[config.mk]
export PLATFORM = sky130hd
export DESIGN_NAME = smcf_sync_crc_fill
export DESIGN_NICKNAME = d
export VERILOG_FILES = /design/src/smcf_sync_crc_fill.v
export VERILOG_INCLUDE_DIRS = /design/src
export SDC_FILE = /design/constraint.sdc
export NUM_CORES = 1
export LEC_CHECK = 0
export ABC_AREA = 1
export BUFFER_PORTS_ARGS = -buffer_cell sky130_fd_sc_hd__buf_2
export CORE_MARGIN = 2
export CORE_UTILIZATION = 60
export DETAILED_ROUTE_END_ITERATION = 7
export GPL_TIMING_DRIVEN = 0
export MAX_ROUTING_LAYER = met4
export PLACE_DENSITY = 0.78
export SLEW_MARGIN = 30
export SYNTH_ARGS = -nofsm -noshare
export SYNTH_HDL_FRONTEND = slang
export SYNTH_SLANG_ARGS = --single-unit
[constraint.sdc]
create_clock -name core_clk -period 3.47 [get_ports core_clk]
set_clock_uncertainty 0.15 [all_clocks]
set_input_delay 0.5205 -clock core_clk [delete_from_list [all_inputs] [get_ports core_clk]]
set_output_delay 0.5205 -clock core_clk [all_outputs]
set_load 0.01 [all_outputs]
[src/smcf_defines.vh]
// Constants for the synchronous-mode receive CRC and transmit fill block.
// Operation
// - One polynomial bit in transmit control: one is CRC-16, zero CRC-CCITT.
// - Preset bit in misc control chooses all ones or all zeros preset.
// - Receive checker stays preset for the whole time the receiver hunts.
// - Command top two bits equal to reset-checker preset the receive checker.
// - Receive CRC accumulates only while receive control bit zero was one at the last character load.
// - Sync characters withheld by load inhibit are excluded from the receive CRC.
// - Received bits pass an eight-bit delay before reaching the checker.
// - Checker enable changes take effect only when a character is loaded.
// - CRC result is latched with each loaded character and held until the next one loads.
// - Entering hunt disables and resets the receive checker.
// - Ready-or-request pin carries inverted terminal-ready unless set to request.
// - With auto-enables, carrier high disables the receiver; else status only.
// - Eight-bit fill sends low sync register; six-bit sends its low six bits.
// - Sixteen-bit fill sends low then high sync register.
// - Twelve-bit sync is receive only; receive syncs left, transmit right justified.
// - With external receive sync, transmit fill is six or eight bits by misc bit zero.
// - Two transmit control bits pick five to eight bits, right justified.
// - Five-bit mode decodes a pre-formatted byte into one to five bits.
// - Enabled parity appends one even or odd bit after the character.
`ifndef SMCF_DEFINES_VH
`define SMCF_DEFINES_VH
`define SMCF_OFF_LINE_STAT   8'h00
`define SMCF_OFF_CMD         8'h00
`define SMCF_OFF_RX_COND     8'h04
`define SMCF_OFF_DATA        8'h08
`define SMCF_OFF_RX_CTRL     8'h0C
`define SMCF_OFF_MODE        8'h10
`define SMCF_OFF_TX_CTRL     8'h14
`define SMCF_OFF_SYNC_LO     8'h18
`define SMCF_OFF_SYNC_HI     8'h1C
`define SMCF_OFF_MISC        8'h28
`define SMCF_RST_BYTE        8'h00
`define SMCF_RST_WORD        32'h0000_0000
`define SMCF_RXC_CRC_EN      0
`define SMCF_RXC_STRIP       1
`define SMCF_RXC_RX_EN       3
`define SMCF_RXC_HUNT        4
`define SMCF_RXC_AUTO        5
`define SMCF_MODE_PAR_EN     0
`define SMCF_MODE_PAR_EVEN   1
`define SMCF_TXC_CRC16       2
`define SMCF_TXC_TX_EN       3
`define SMCF_TXC_BREAK       4
`define SMCF_TXC_TERM_RDY    7
`define SMCF_MISC_SYNC6      0
`define SMCF_MISC_DMA_REQ    2
`define SMCF_MISC_PRESET     7
`define SMCF_CMD_RST_RX_CRC  2'h1
`define SMCF_SYNC_MONO       2'h0
`define SMCF_SYNC_BISYNC     2'h1
`define SMCF_SYNC_EXT        2'h3
`define SMCF_POLY_CRC16      16'h8005
`define SMCF_POLY_CCITT      16'h1021
`define SMCF_CRC_ONES        16'hFFFF
`define SMCF_CRC_ZEROS       16'h0000
`define SMCF_CLK_PERIOD_NS   25
`define SMCF_BIT_TIME_NS     1000
`define SMCF_BIT_CYCLES      ((`SMCF_BIT_TIME_NS) / (`SMCF_CLK_PERIOD_NS))
`endif

[src/smcf_sync_crc_fill.v]
// Synchronous-mode receive CRC checker, transmit fill and modem pins.
`timescale 1ns/10ps
`include "smcf_defines.vh"
module smcf_sync_crc_fill (
  // Clock and reset
  input  wire        core_clk,
  input  wire        rstn,
  // APB slave
  input  wire        psel,
  input  wire        penable,
  input  wire        pwrite,
  input  wire [7:0]  paddr,
  input  wire [31:0] pwdata,
  output reg  [31:0] prdata,
  output reg         pready,
  output reg         pslverr,
  // Serial line and modem pins
  input  wire        rxd,
  input  wire        sync_in_n,
  input  wire        carrier_detect_input,
  output reg         txd,
  output reg         term_ready_req_n
);

  reg  [7:0]  command_reg;
  reg  [7:0]  receive_control_reg;
  reg  [7:0]  mode_select_reg;
  reg  [7:0]  transmit_control_reg;
  reg  [7:0]  sync_low_reg;
  reg  [7:0]  sync_high_reg;
  reg  [7:0]  misc_control_reg;
  reg  [5:0]  bit_cnt_reg;
  reg         bit_tick_reg;
  reg         carrier_reg;
  reg         hunt_reg;
  reg  [15:0] hunt_sr_reg;
  reg  [7:0]  rx_sr_reg;
  reg  [7:0]  rx_dly_reg;
  reg  [3:0]  rx_bits_reg;
  reg         dly_strip_reg;
  reg         crc_active_reg;
  reg  [15:0] rx_crc_reg;
  reg  [7:0]  rx_data_reg;
  reg         rx_full_reg;
  reg         crc_err_reg;
  reg         overrun_reg;
  reg  [15:0] tx_sr_reg;
  reg  [4:0]  tx_cnt_reg;
  reg  [7:0]  tx_buf_reg;
  reg         tx_full_reg;
  reg  [31:0] rdata;
  reg         mapped;
  reg         sync_match;
  reg  [15:0] tx_word;
  reg  [4:0]  tx_len;
  reg  [3:0]  tx_n;
  reg  [7:0]  tx_data;
  reg         tx_par;
  reg  [7:0]  rx_char;

  wire        acc_first = psel & penable & ~pready;
  wire        apb_done  = psel & penable & pready;
  wire        wr_en     = apb_done & pwrite;
  wire        rd_en     = apb_done & ~pwrite;
  wire        wr_cmd    = wr_en & (paddr == `SMCF_OFF_CMD);
  wire        wr_rxc    = wr_en & (paddr == `SMCF_OFF_RX_CTRL);
  wire        wr_data   = wr_en & (paddr == `SMCF_OFF_DATA);
  wire        rd_data   = rd_en & (paddr == `SMCF_OFF_DATA);
  wire        crc16     = transmit_control_reg[`SMCF_TXC_CRC16];
  wire [15:0] poly      = crc16 ? `SMCF_POLY_CRC16 : `SMCF_POLY_CCITT;
  wire [15:0] preset    = misc_control_reg[`SMCF_MISC_PRESET] ?
                          `SMCF_CRC_ONES : `SMCF_CRC_ZEROS;
  wire [1:0]  sync_mode = mode_select_reg[5:4];
  wire        six       = misc_control_reg[`SMCF_MISC_SYNC6];
  // Auto-enables let the carrier pin gate the receiver directly.
  wire        rx_on     = receive_control_reg[`SMCF_RXC_RX_EN] &
                          ~(receive_control_reg[`SMCF_RXC_AUTO] &
                            carrier_detect_input);
  wire        rx_tick   = bit_tick_reg & rx_on;
  wire [15:0] hunt_next = {rxd, hunt_sr_reg[15:1]};
  wire [7:0]  rx_next   = {rxd, rx_sr_reg[7:1]};
  wire [3:0]  rx_len    = len_dec(receive_control_reg[7:6]);
  wire        rx_done   = rx_tick & ~hunt_reg & (rx_bits_reg + 4'h1 == rx_len);
  // Compare is across all eight bits, so only 8-bit syncs strip cleanly.
  wire        strip     = receive_control_reg[`SMCF_RXC_STRIP] &
                          (rx_next == sync_low_reg);
  wire        crc_fb    = rx_crc_reg[15] ^ rx_dly_reg[0];
  wire [15:0] crc_next  = {rx_crc_reg[14:0], 1'b0} ^
                          (crc_fb ? poly : 16'h0000);
  wire [15:0] crc_now   = (rx_tick & ~hunt_reg & crc_active_reg) ?
                          crc_next : rx_crc_reg;
  wire        enter_hunt = ~rx_on |
                          (wr_rxc & pwdata[`SMCF_RXC_HUNT]) |
                          (wr_rxc & pwdata[`SMCF_RXC_RX_EN] &
                           ~receive_control_reg[`SMCF_RXC_RX_EN]);

  function [3:0] len_dec;
    input [1:0] code;
    begin
      case (code)
        2'h0:    len_dec = 4'h5;
        2'h1:    len_dec = 4'h7;
        2'h2:    len_dec = 4'h6;
        default: len_dec = 4'h8;
      endcase
    end
  endfunction

  // Register read mux and address decode.
  always @*
  begin
    mapped = 1'b1;
    rdata  = `SMCF_RST_WORD;
    case (paddr)
      `SMCF_OFF_LINE_STAT: rdata[7:0] = {3'h0, hunt_reg, carrier_reg,
                                         ~tx_full_reg, 1'b0, rx_full_reg};
      `SMCF_OFF_RX_COND:   rdata[7:0] = {1'b0, crc_err_reg, overrun_reg,
                                         5'h00};
      `SMCF_OFF_DATA:      rdata[7:0] = rx_data_reg;
      `SMCF_OFF_RX_CTRL:   rdata[7:0] = receive_control_reg;
      `SMCF_OFF_MODE:      rdata[7:0] = mode_select_reg;
      `SMCF_OFF_TX_CTRL:   rdata[7:0] = transmit_control_reg;
      `SMCF_OFF_SYNC_LO:   rdata[7:0] = sync_low_reg;
      `SMCF_OFF_SYNC_HI:   rdata[7:0] = sync_high_reg;
      `SMCF_OFF_MISC:      rdata[7:0] = misc_control_reg;
      default:             mapped = 1'b0;
    endcase
  end

  // Receive sync compare; receive patterns sit left justified.
  always @*
  begin
    sync_match = 1'b0;
    case (sync_mode)
      `SMCF_SYNC_MONO:
        sync_match = six ? (hunt_next[15:10] == sync_high_reg[7:2]) :
                           (hunt_next[15:8] == sync_high_reg);
      `SMCF_SYNC_BISYNC:
        sync_match = six ?
          (hunt_next[15:4] == {sync_high_reg, sync_low_reg[7:4]}) :
          (hunt_next == {sync_high_reg, sync_low_reg});
      `SMCF_SYNC_EXT:
        sync_match = ~sync_in_n;
      default:
        sync_match = 1'b0;
    endcase
  end

  // Received character, right justified.
  always @*
  begin
    case (rx_len)
      4'h5:    rx_char = {3'h0, rx_next[7:3]};
      4'h6:    rx_char = {2'h0, rx_next[7:2]};
      4'h7:    rx_char = {1'b0, rx_next[7:1]};
      default: rx_char = rx_next;
    endcase
  end

  // Next transmit word: data with parity, or sync time fill.
  always @*
  begin
    tx_n = len_dec(transmit_control_reg[6:5]);
    if (transmit_control_reg[6:5] == 2'h0)
    begin
      // Leading ones mark how many of the five bits are sent.
      casez (tx_buf_reg[7:4])
        4'b1111: tx_n = 4'h1;
        4'b1110: tx_n = 4'h2;
        4'b110?: tx_n = 4'h3;
        4'b10??: tx_n = 4'h4;
        default: tx_n = 4'h5;
      endcase
    end
    tx_data = tx_buf_reg & ~(8'hFF << tx_n);
    tx_par  = ^tx_data ^ ~mode_select_reg[`SMCF_MODE_PAR_EVEN];
    tx_word = {8'h00, tx_data};
    tx_len  = {1'b0, tx_n};
    if (mode_select_reg[`SMCF_MODE_PAR_EN])
    begin
      tx_word = tx_word | ({15'h0000, tx_par} << tx_n);
      tx_len  = tx_len + 5'h01;
    end
    if (!tx_full_reg)
    begin
      if (sync_mode == `SMCF_SYNC_BISYNC)
      begin
        tx_word = {sync_high_reg, sync_low_reg};
        tx_len  = 5'h10;
      end
      else if (six)
      begin
        tx_word = {10'h000, sync_low_reg[5:0]};
        tx_len  = 5'h06;
      end
      else
      begin
        tx_word = {8'h00, sync_low_reg};
        tx_len  = 5'h08;
      end
    end
  end

  // APB slave: one wait state, then pready for a single cycle.
  always @(posedge core_clk)
  begin
    if (!rstn)
    begin
      pready  <= 1'b0;
      pslverr <= 1'b0;
      prdata  <= `SMCF_RST_WORD;
    end
    else
    begin
      pready <= acc_first;
      if (acc_first)
      begin
        prdata  <= pwrite ? `SMCF_RST_WORD : rdata;
        pslverr <= ~mapped;
      end
      else
        pslverr <= 1'b0;
    end
  end

  // Software registers.
  always @(posedge core_clk)
  begin
    if (!rstn)
    begin
      command_reg          <= `SMCF_RST_BYTE;
      receive_control_reg  <= `SMCF_RST_BYTE;
      mode_select_reg      <= `SMCF_RST_BYTE;
      transmit_control_reg <= `SMCF_RST_BYTE;
      sync_low_reg         <= `SMCF_RST_BYTE;
      sync_high_reg        <= `SMCF_RST_BYTE;
      misc_control_reg     <= `SMCF_RST_BYTE;
    end
    else if (wr_en)
    begin
      case (paddr)
        `SMCF_OFF_CMD:     command_reg <= pwdata[7:0];
        `SMCF_OFF_RX_CTRL: receive_control_reg <=
                             {pwdata[7:5], 1'b0, pwdata[3:0]};
        `SMCF_OFF_MODE:    mode_select_reg <= pwdata[7:0];
        `SMCF_OFF_TX_CTRL: transmit_control_reg <= pwdata[7:0];
        `SMCF_OFF_SYNC_LO: sync_low_reg <= pwdata[7:0];
        `SMCF_OFF_SYNC_HI: sync_high_reg <= pwdata[7:0];
        `SMCF_OFF_MISC:    misc_control_reg <= pwdata[7:0];
        default:           command_reg <= command_reg;
      endcase
    end
  end

  // Bit-time enable from the core clock.
  always @(posedge core_clk)
  begin
    if (!rstn)
    begin
      bit_cnt_reg  <= 6'h00;
      bit_tick_reg <= 1'b0;
    end
    else if ({26'h000_0000, bit_cnt_reg} == `SMCF_BIT_CYCLES - 1)
    begin
      bit_cnt_reg  <= 6'h00;
      bit_tick_reg <= 1'b1;
    end
    else
    begin
      bit_cnt_reg  <= bit_cnt_reg + 6'h01;
      bit_tick_reg <= 1'b0;
    end
  end

  // Receive hunt, assembly, delay stage and CRC checker.
  always @(posedge core_clk)
  begin
    if (!rstn)
    begin
      carrier_reg    <= 1'b0;
      hunt_reg       <= 1'b1;
      hunt_sr_reg    <= 16'h0000;
      rx_sr_reg      <= 8'h00;
      rx_dly_reg     <= 8'h00;
      rx_bits_reg    <= 4'h0;
      dly_strip_reg  <= 1'b0;
      crc_active_reg <= 1'b0;
      rx_crc_reg     <= `SMCF_CRC_ZEROS;
      rx_data_reg    <= 8'h00;
      rx_full_reg    <= 1'b0;
      crc_err_reg    <= 1'b0;
      overrun_reg    <= 1'b0;
    end
    else
    begin
      carrier_reg <= carrier_detect_input;
      if (rd_data)
      begin
        rx_full_reg <= 1'b0;
        overrun_reg <= 1'b0;
      end
      if (enter_hunt | hunt_reg)
      begin
        // Hunt keeps the checker disabled and preset.
        crc_active_reg <= 1'b0;
        rx_crc_reg     <= preset;
        rx_bits_reg    <= 4'h0;
        // No data character sits in the delay yet, so keep it out of the
        // CRC even when the host enabled the checker before the block.
        dly_strip_reg  <= 1'b1;
      end
      if (enter_hunt)
        hunt_reg <= 1'b1;
      else if (hunt_reg & rx_tick)
      begin
        hunt_sr_reg <= hunt_next;
        if (sync_match)
          hunt_reg <= 1'b0;
      end
      else if (rx_tick)
      begin
        rx_sr_reg   <= rx_next;
        rx_dly_reg  <= {rx_sr_reg[0], rx_dly_reg[7:1]};
        rx_crc_reg  <= crc_now;
        rx_bits_reg <= rx_done ? 4'h0 : rx_bits_reg + 4'h1;
        if (rx_done)
        begin
          // The character leaving the delay next was stripped if flagged.
          dly_strip_reg <= strip;
          if (!strip)
          begin
            rx_data_reg    <= rx_char;
            rx_full_reg    <= 1'b1;
            overrun_reg    <= rx_full_reg & ~rd_data;
            crc_err_reg    <= (crc_now != `SMCF_CRC_ZEROS);
            crc_active_reg <= receive_control_reg[`SMCF_RXC_CRC_EN] &
                              ~dly_strip_reg;
          end
          else
            crc_active_reg <= crc_active_reg & ~dly_strip_reg;
        end
      end
      // Reset command wins over accumulation in the same cycle.
      if (wr_cmd && pwdata[7:6] == `SMCF_CMD_RST_RX_CRC)
        rx_crc_reg <= preset;
    end
  end

  // Transmitter, LSB first; idles marking or spacing when disabled.
  always @(posedge core_clk)
  begin
    if (!rstn)
    begin
      tx_sr_reg   <= 16'h0000;
      tx_cnt_reg  <= 5'h00;
      tx_buf_reg  <= 8'h00;
      tx_full_reg <= 1'b0;
      txd         <= 1'b1;
    end
    else
    begin
      if (bit_tick_reg)
      begin
        if (tx_cnt_reg != 5'h00)
        begin
          txd        <= tx_sr_reg[0];
          tx_sr_reg  <= {1'b0, tx_sr_reg[15:1]};
          tx_cnt_reg <= tx_cnt_reg - 5'h01;
        end
        else if (transmit_control_reg[`SMCF_TXC_TX_EN])
        begin
          txd         <= tx_word[0];
          tx_sr_reg   <= {1'b0, tx_word[15:1]};
          tx_cnt_reg  <= tx_len - 5'h01;
          tx_full_reg <= 1'b0;
        end
        else
          txd <= ~transmit_control_reg[`SMCF_TXC_BREAK];
      end
      // A write in the load cycle still marks the buffer full.
      if (wr_data)
      begin
        tx_buf_reg  <= pwdata[7:0];
        tx_full_reg <= 1'b1;
      end
    end
  end

  // Terminal-ready pin, or receive request when so programmed.
  always @(posedge core_clk)
  begin
    if (!rstn)
      term_ready_req_n <= 1'b1;
    else if (misc_control_reg[`SMCF_MISC_DMA_REQ])
      term_ready_req_n <= ~rx_full_reg;
    else
      term_ready_req_n <= ~transmit_control_reg[`SMCF_TXC_TERM_RDY];
  end

endmodule // smcf_sync_crc_fill

==> run_results.csv <==
group,metric,value,unit
outcome,status,"finished, final reports clean",
clock_network,clkLatencyLatePin,0.44,ns
grt,grt_pass1_wl,40800,um
min_path,hp-class,"input pin to flop",
yosys,synth_top_area_share,37.6,%
yosys,netlist_top_cells_area,"dfxtp_1 (38%), a21oi_1 (9.5%), o21ai_0 (8.6%)",
cells_and_area,utilization,69.2,%
die,core,0.0139,sq mm
yosys,synth_edf_count,0,
placed_design,placed_area,0.00906,sq mm
yosys,synth_cell_types,53,
grt,grt_pass1_vias,7974,
flow_run,drv_cap,0,
yosys,ys_seq_elements,161,
critical_path,r2r_slack,0.18,ns
timing,hold_viol,0,
yosys,syn_area,0.00858,sq mm
clock_network,cts_hold_buf,0,
drt,dr.pass1.iters,6,
yosys,synth_common_cells,"nand2_1 (172), a21oi_1 (162), dfxtp_1 (161)",
critical_path,crit_fanout,8,
critical_path,endpoint_kind,"flop",
clock_network,htree_num_levels,4,
clock_network,path_clk_slew,0.07,ns
die,die_x,124,um
critical_path,critical_path_required,3.69,ns
clock_network,cts_root_buf,"clkbuf_16",
cells_and_area,multi_input_area,0.00450,sq mm
cells_and_area,regArea,0.00322,sq mm
clock_network,clockBufferDepth,2,
placed_design,portBuffers,34,
yosys,synthCells,1208,
clock_network,ctsResizeCount,0,
drt,wl_per_cell,17.6,um
clock_network,cts_sinks,161,
yosys,avgSynthCellArea,7.10,sq um
placed_design,dpl.hpwl,19400,um
drt,wirelength,26000,um
timing,fmax,304,MHz
yosys,synthArstFlopShare,0,%
die,die_area,0.0153,sq mm
timing,setup_violations,0,
timing,post-route-min-period,3.29,ns
grt,grt_util_all_layers,36.2,%
power,ir_drop,0.471,mV
power,p_per_area,402,mW/mm^2
cells_and_area,final_nets,1347,
drt,drt_iter0_drc,877,
grt,grt_overflow,0,
timing,fin_crit_sh,94.8,%
yosys,ys.flop_type,"dfxtp_1",
yosys,synth.most_common_cell,"nand2_1",
critical_path,worstSetupStartpointType,"flop",
grt,grt_max_degree,17,
cells_and_area,drive_above_1_share,11.9,%
cells_and_area,fin_area,0.00964,sq mm
critical_path,path_class,"flop to flop",
cells_and_area,fill_cells,1222,
yosys,synth_area_leader_cell,"dfxtp_1",
yosys,yosysSeqAreaShare,37.6,%
timing,slew_headroom,42.8,%
die,start_util,61.5,%
clock_network,cts_tree,"built",
clock_network,numCtsBuffers,17,
die,num_rows,43,
cells_and_area,largest_reg_flops,16,
yosys,yosysWarnings,0,
die,io_pins,84,
power,leakage,3.84,nW
drt,via_per_inst,5.91,
grt,antenna_found_initial,0,
drt,drc,0,
drt,num_vias,8734,
clock_network,postCtsSetupRepairBufs,0,
die,die_h,124,um
placed_design,gp_congestion,0.980,
timing,tightest_slew,0.852,ns
critical_path,arrival,3.51,ns
cells_and_area,antennaDiodeCount,0,
timing,slew_violations,0,
drt,ant_nets,0,
cells_and_area,areaGrowthSynthToFinish,12.4,%
==> report_power, final <==
part / total, mW / internal (mW) / switching [mW]
registers: 1.86 / 1.85 / 0.00360
clock network: 1.86 / 1.07 / 0.791
logic: 0.158 / 0.0481 / 0.110
==> cell families after synthesis <==
kind of cell / share of synthesized area [%]
AO/OA/AOI/OAI: 25.8
XOR/XNOR: 2.14
adder cells (fa/ha/maj): 2.19
buffers and inverters: 11.0
flip-flops: 37.6
other: 0.0437
AND/OR/NAND/NOR: 21.2
==> metal layers <==
| metal | part of all wire (%) | routed length (um) | global-route usage (%) | vias to the layer above |
|---|---|---|---|---|
| li1 | - | - | - | 4220 |
| met1 | 41 | 10600 | 44.9 | 3961 |
| met2 | 45 | 11800 | 56.9 | 464 |
| met3 | 10 | 2690 | 8.44 | 89 |
| met4 | 3.9 | 1000 | 15.1 | 0 |
| met5 | 0 | 0 | - | - |
==> cells in the final DEF (no fill, tap or decap), types with 27 or more instances in the layout <==
master	count
o21ai_0	146
inv_1	135
buf_2	43
clkbuf_1	27
buf_4	27
a21oi_1	162
nand3_1	55
nand2_1	172
dfxtp_1	161
nor2_1	89
==> critical path, stage by stage, from the launching register on <==
cell      delay, ns
dfxtp_1        0.31
inv_1          0.15
ha_2           0.32
nand2_4        0.11
inv_2          0.06
nor2_4         0.22
inv_1          0.18
ha_1           0.23
inv_1          0.07
a21oi_1        0.08
nand3_1        0.10
nand2_1        0.09
nand2_1        0.09
nand3_1        0.07
nand2_1        0.09
nand2_2        0.07
nand2_4        0.11
nand4_1        0.12
o21ai_1        0.24
o211ai_1       0.20
a21oi_2        0.17
==> area by class of cell <==
type | count | area share, %
Sequential cell | 161 | 33.4
Inverter | 151 | 5.88
Clock buffer | 18 | 4.56
Timing Repair Buffer | 34 | 1.77
Multi-Input combinational cell | 851 | 46.7
Clock inverter | 14 | 1.44
Buffer | 68 | 3.91
Tap cell | 180 | 2.34
==> per-stage QoR <==
step                setup TNS (ns)  worst slack (ns)  power (mW)  hold WS (ns)  cells
CTS                              0            0.0609        3.88         0.135   1477
finish                           0             0.179        3.88         0.134   1477
floorplan                        0             0.774        1.99         0.280   1231
detailed placement               0            0.0844        2.05         0.295   1445
global placement                 0             0.153        2.05         0.289   1445
global route              -0.00657          -0.00657        3.96         0.144   1477
==> path summary, 6_finish.rpt <==
kind | startpoint | endpoint | depth (start not counted)
max | transmit_control_reg[6]$_SDFFE_PN0P_ | tx_sr_reg[1]$_SDFFE_PN0P_ | 20
min | carrier_detect_input | carrier_reg$_SDFF_PN0_ | 3
max reg2reg | transmit_control_reg[6]$_SDFFE_PN0P_ | tx_sr_reg[1]$_SDFFE_PN0P_ | 20
min reg2reg | misc_control_reg[4]$_SDFFE_PN0P_ | misc_control_reg[4]$_SDFFE_PN0P_ | 2
Power figures use the tool's default switching activity.
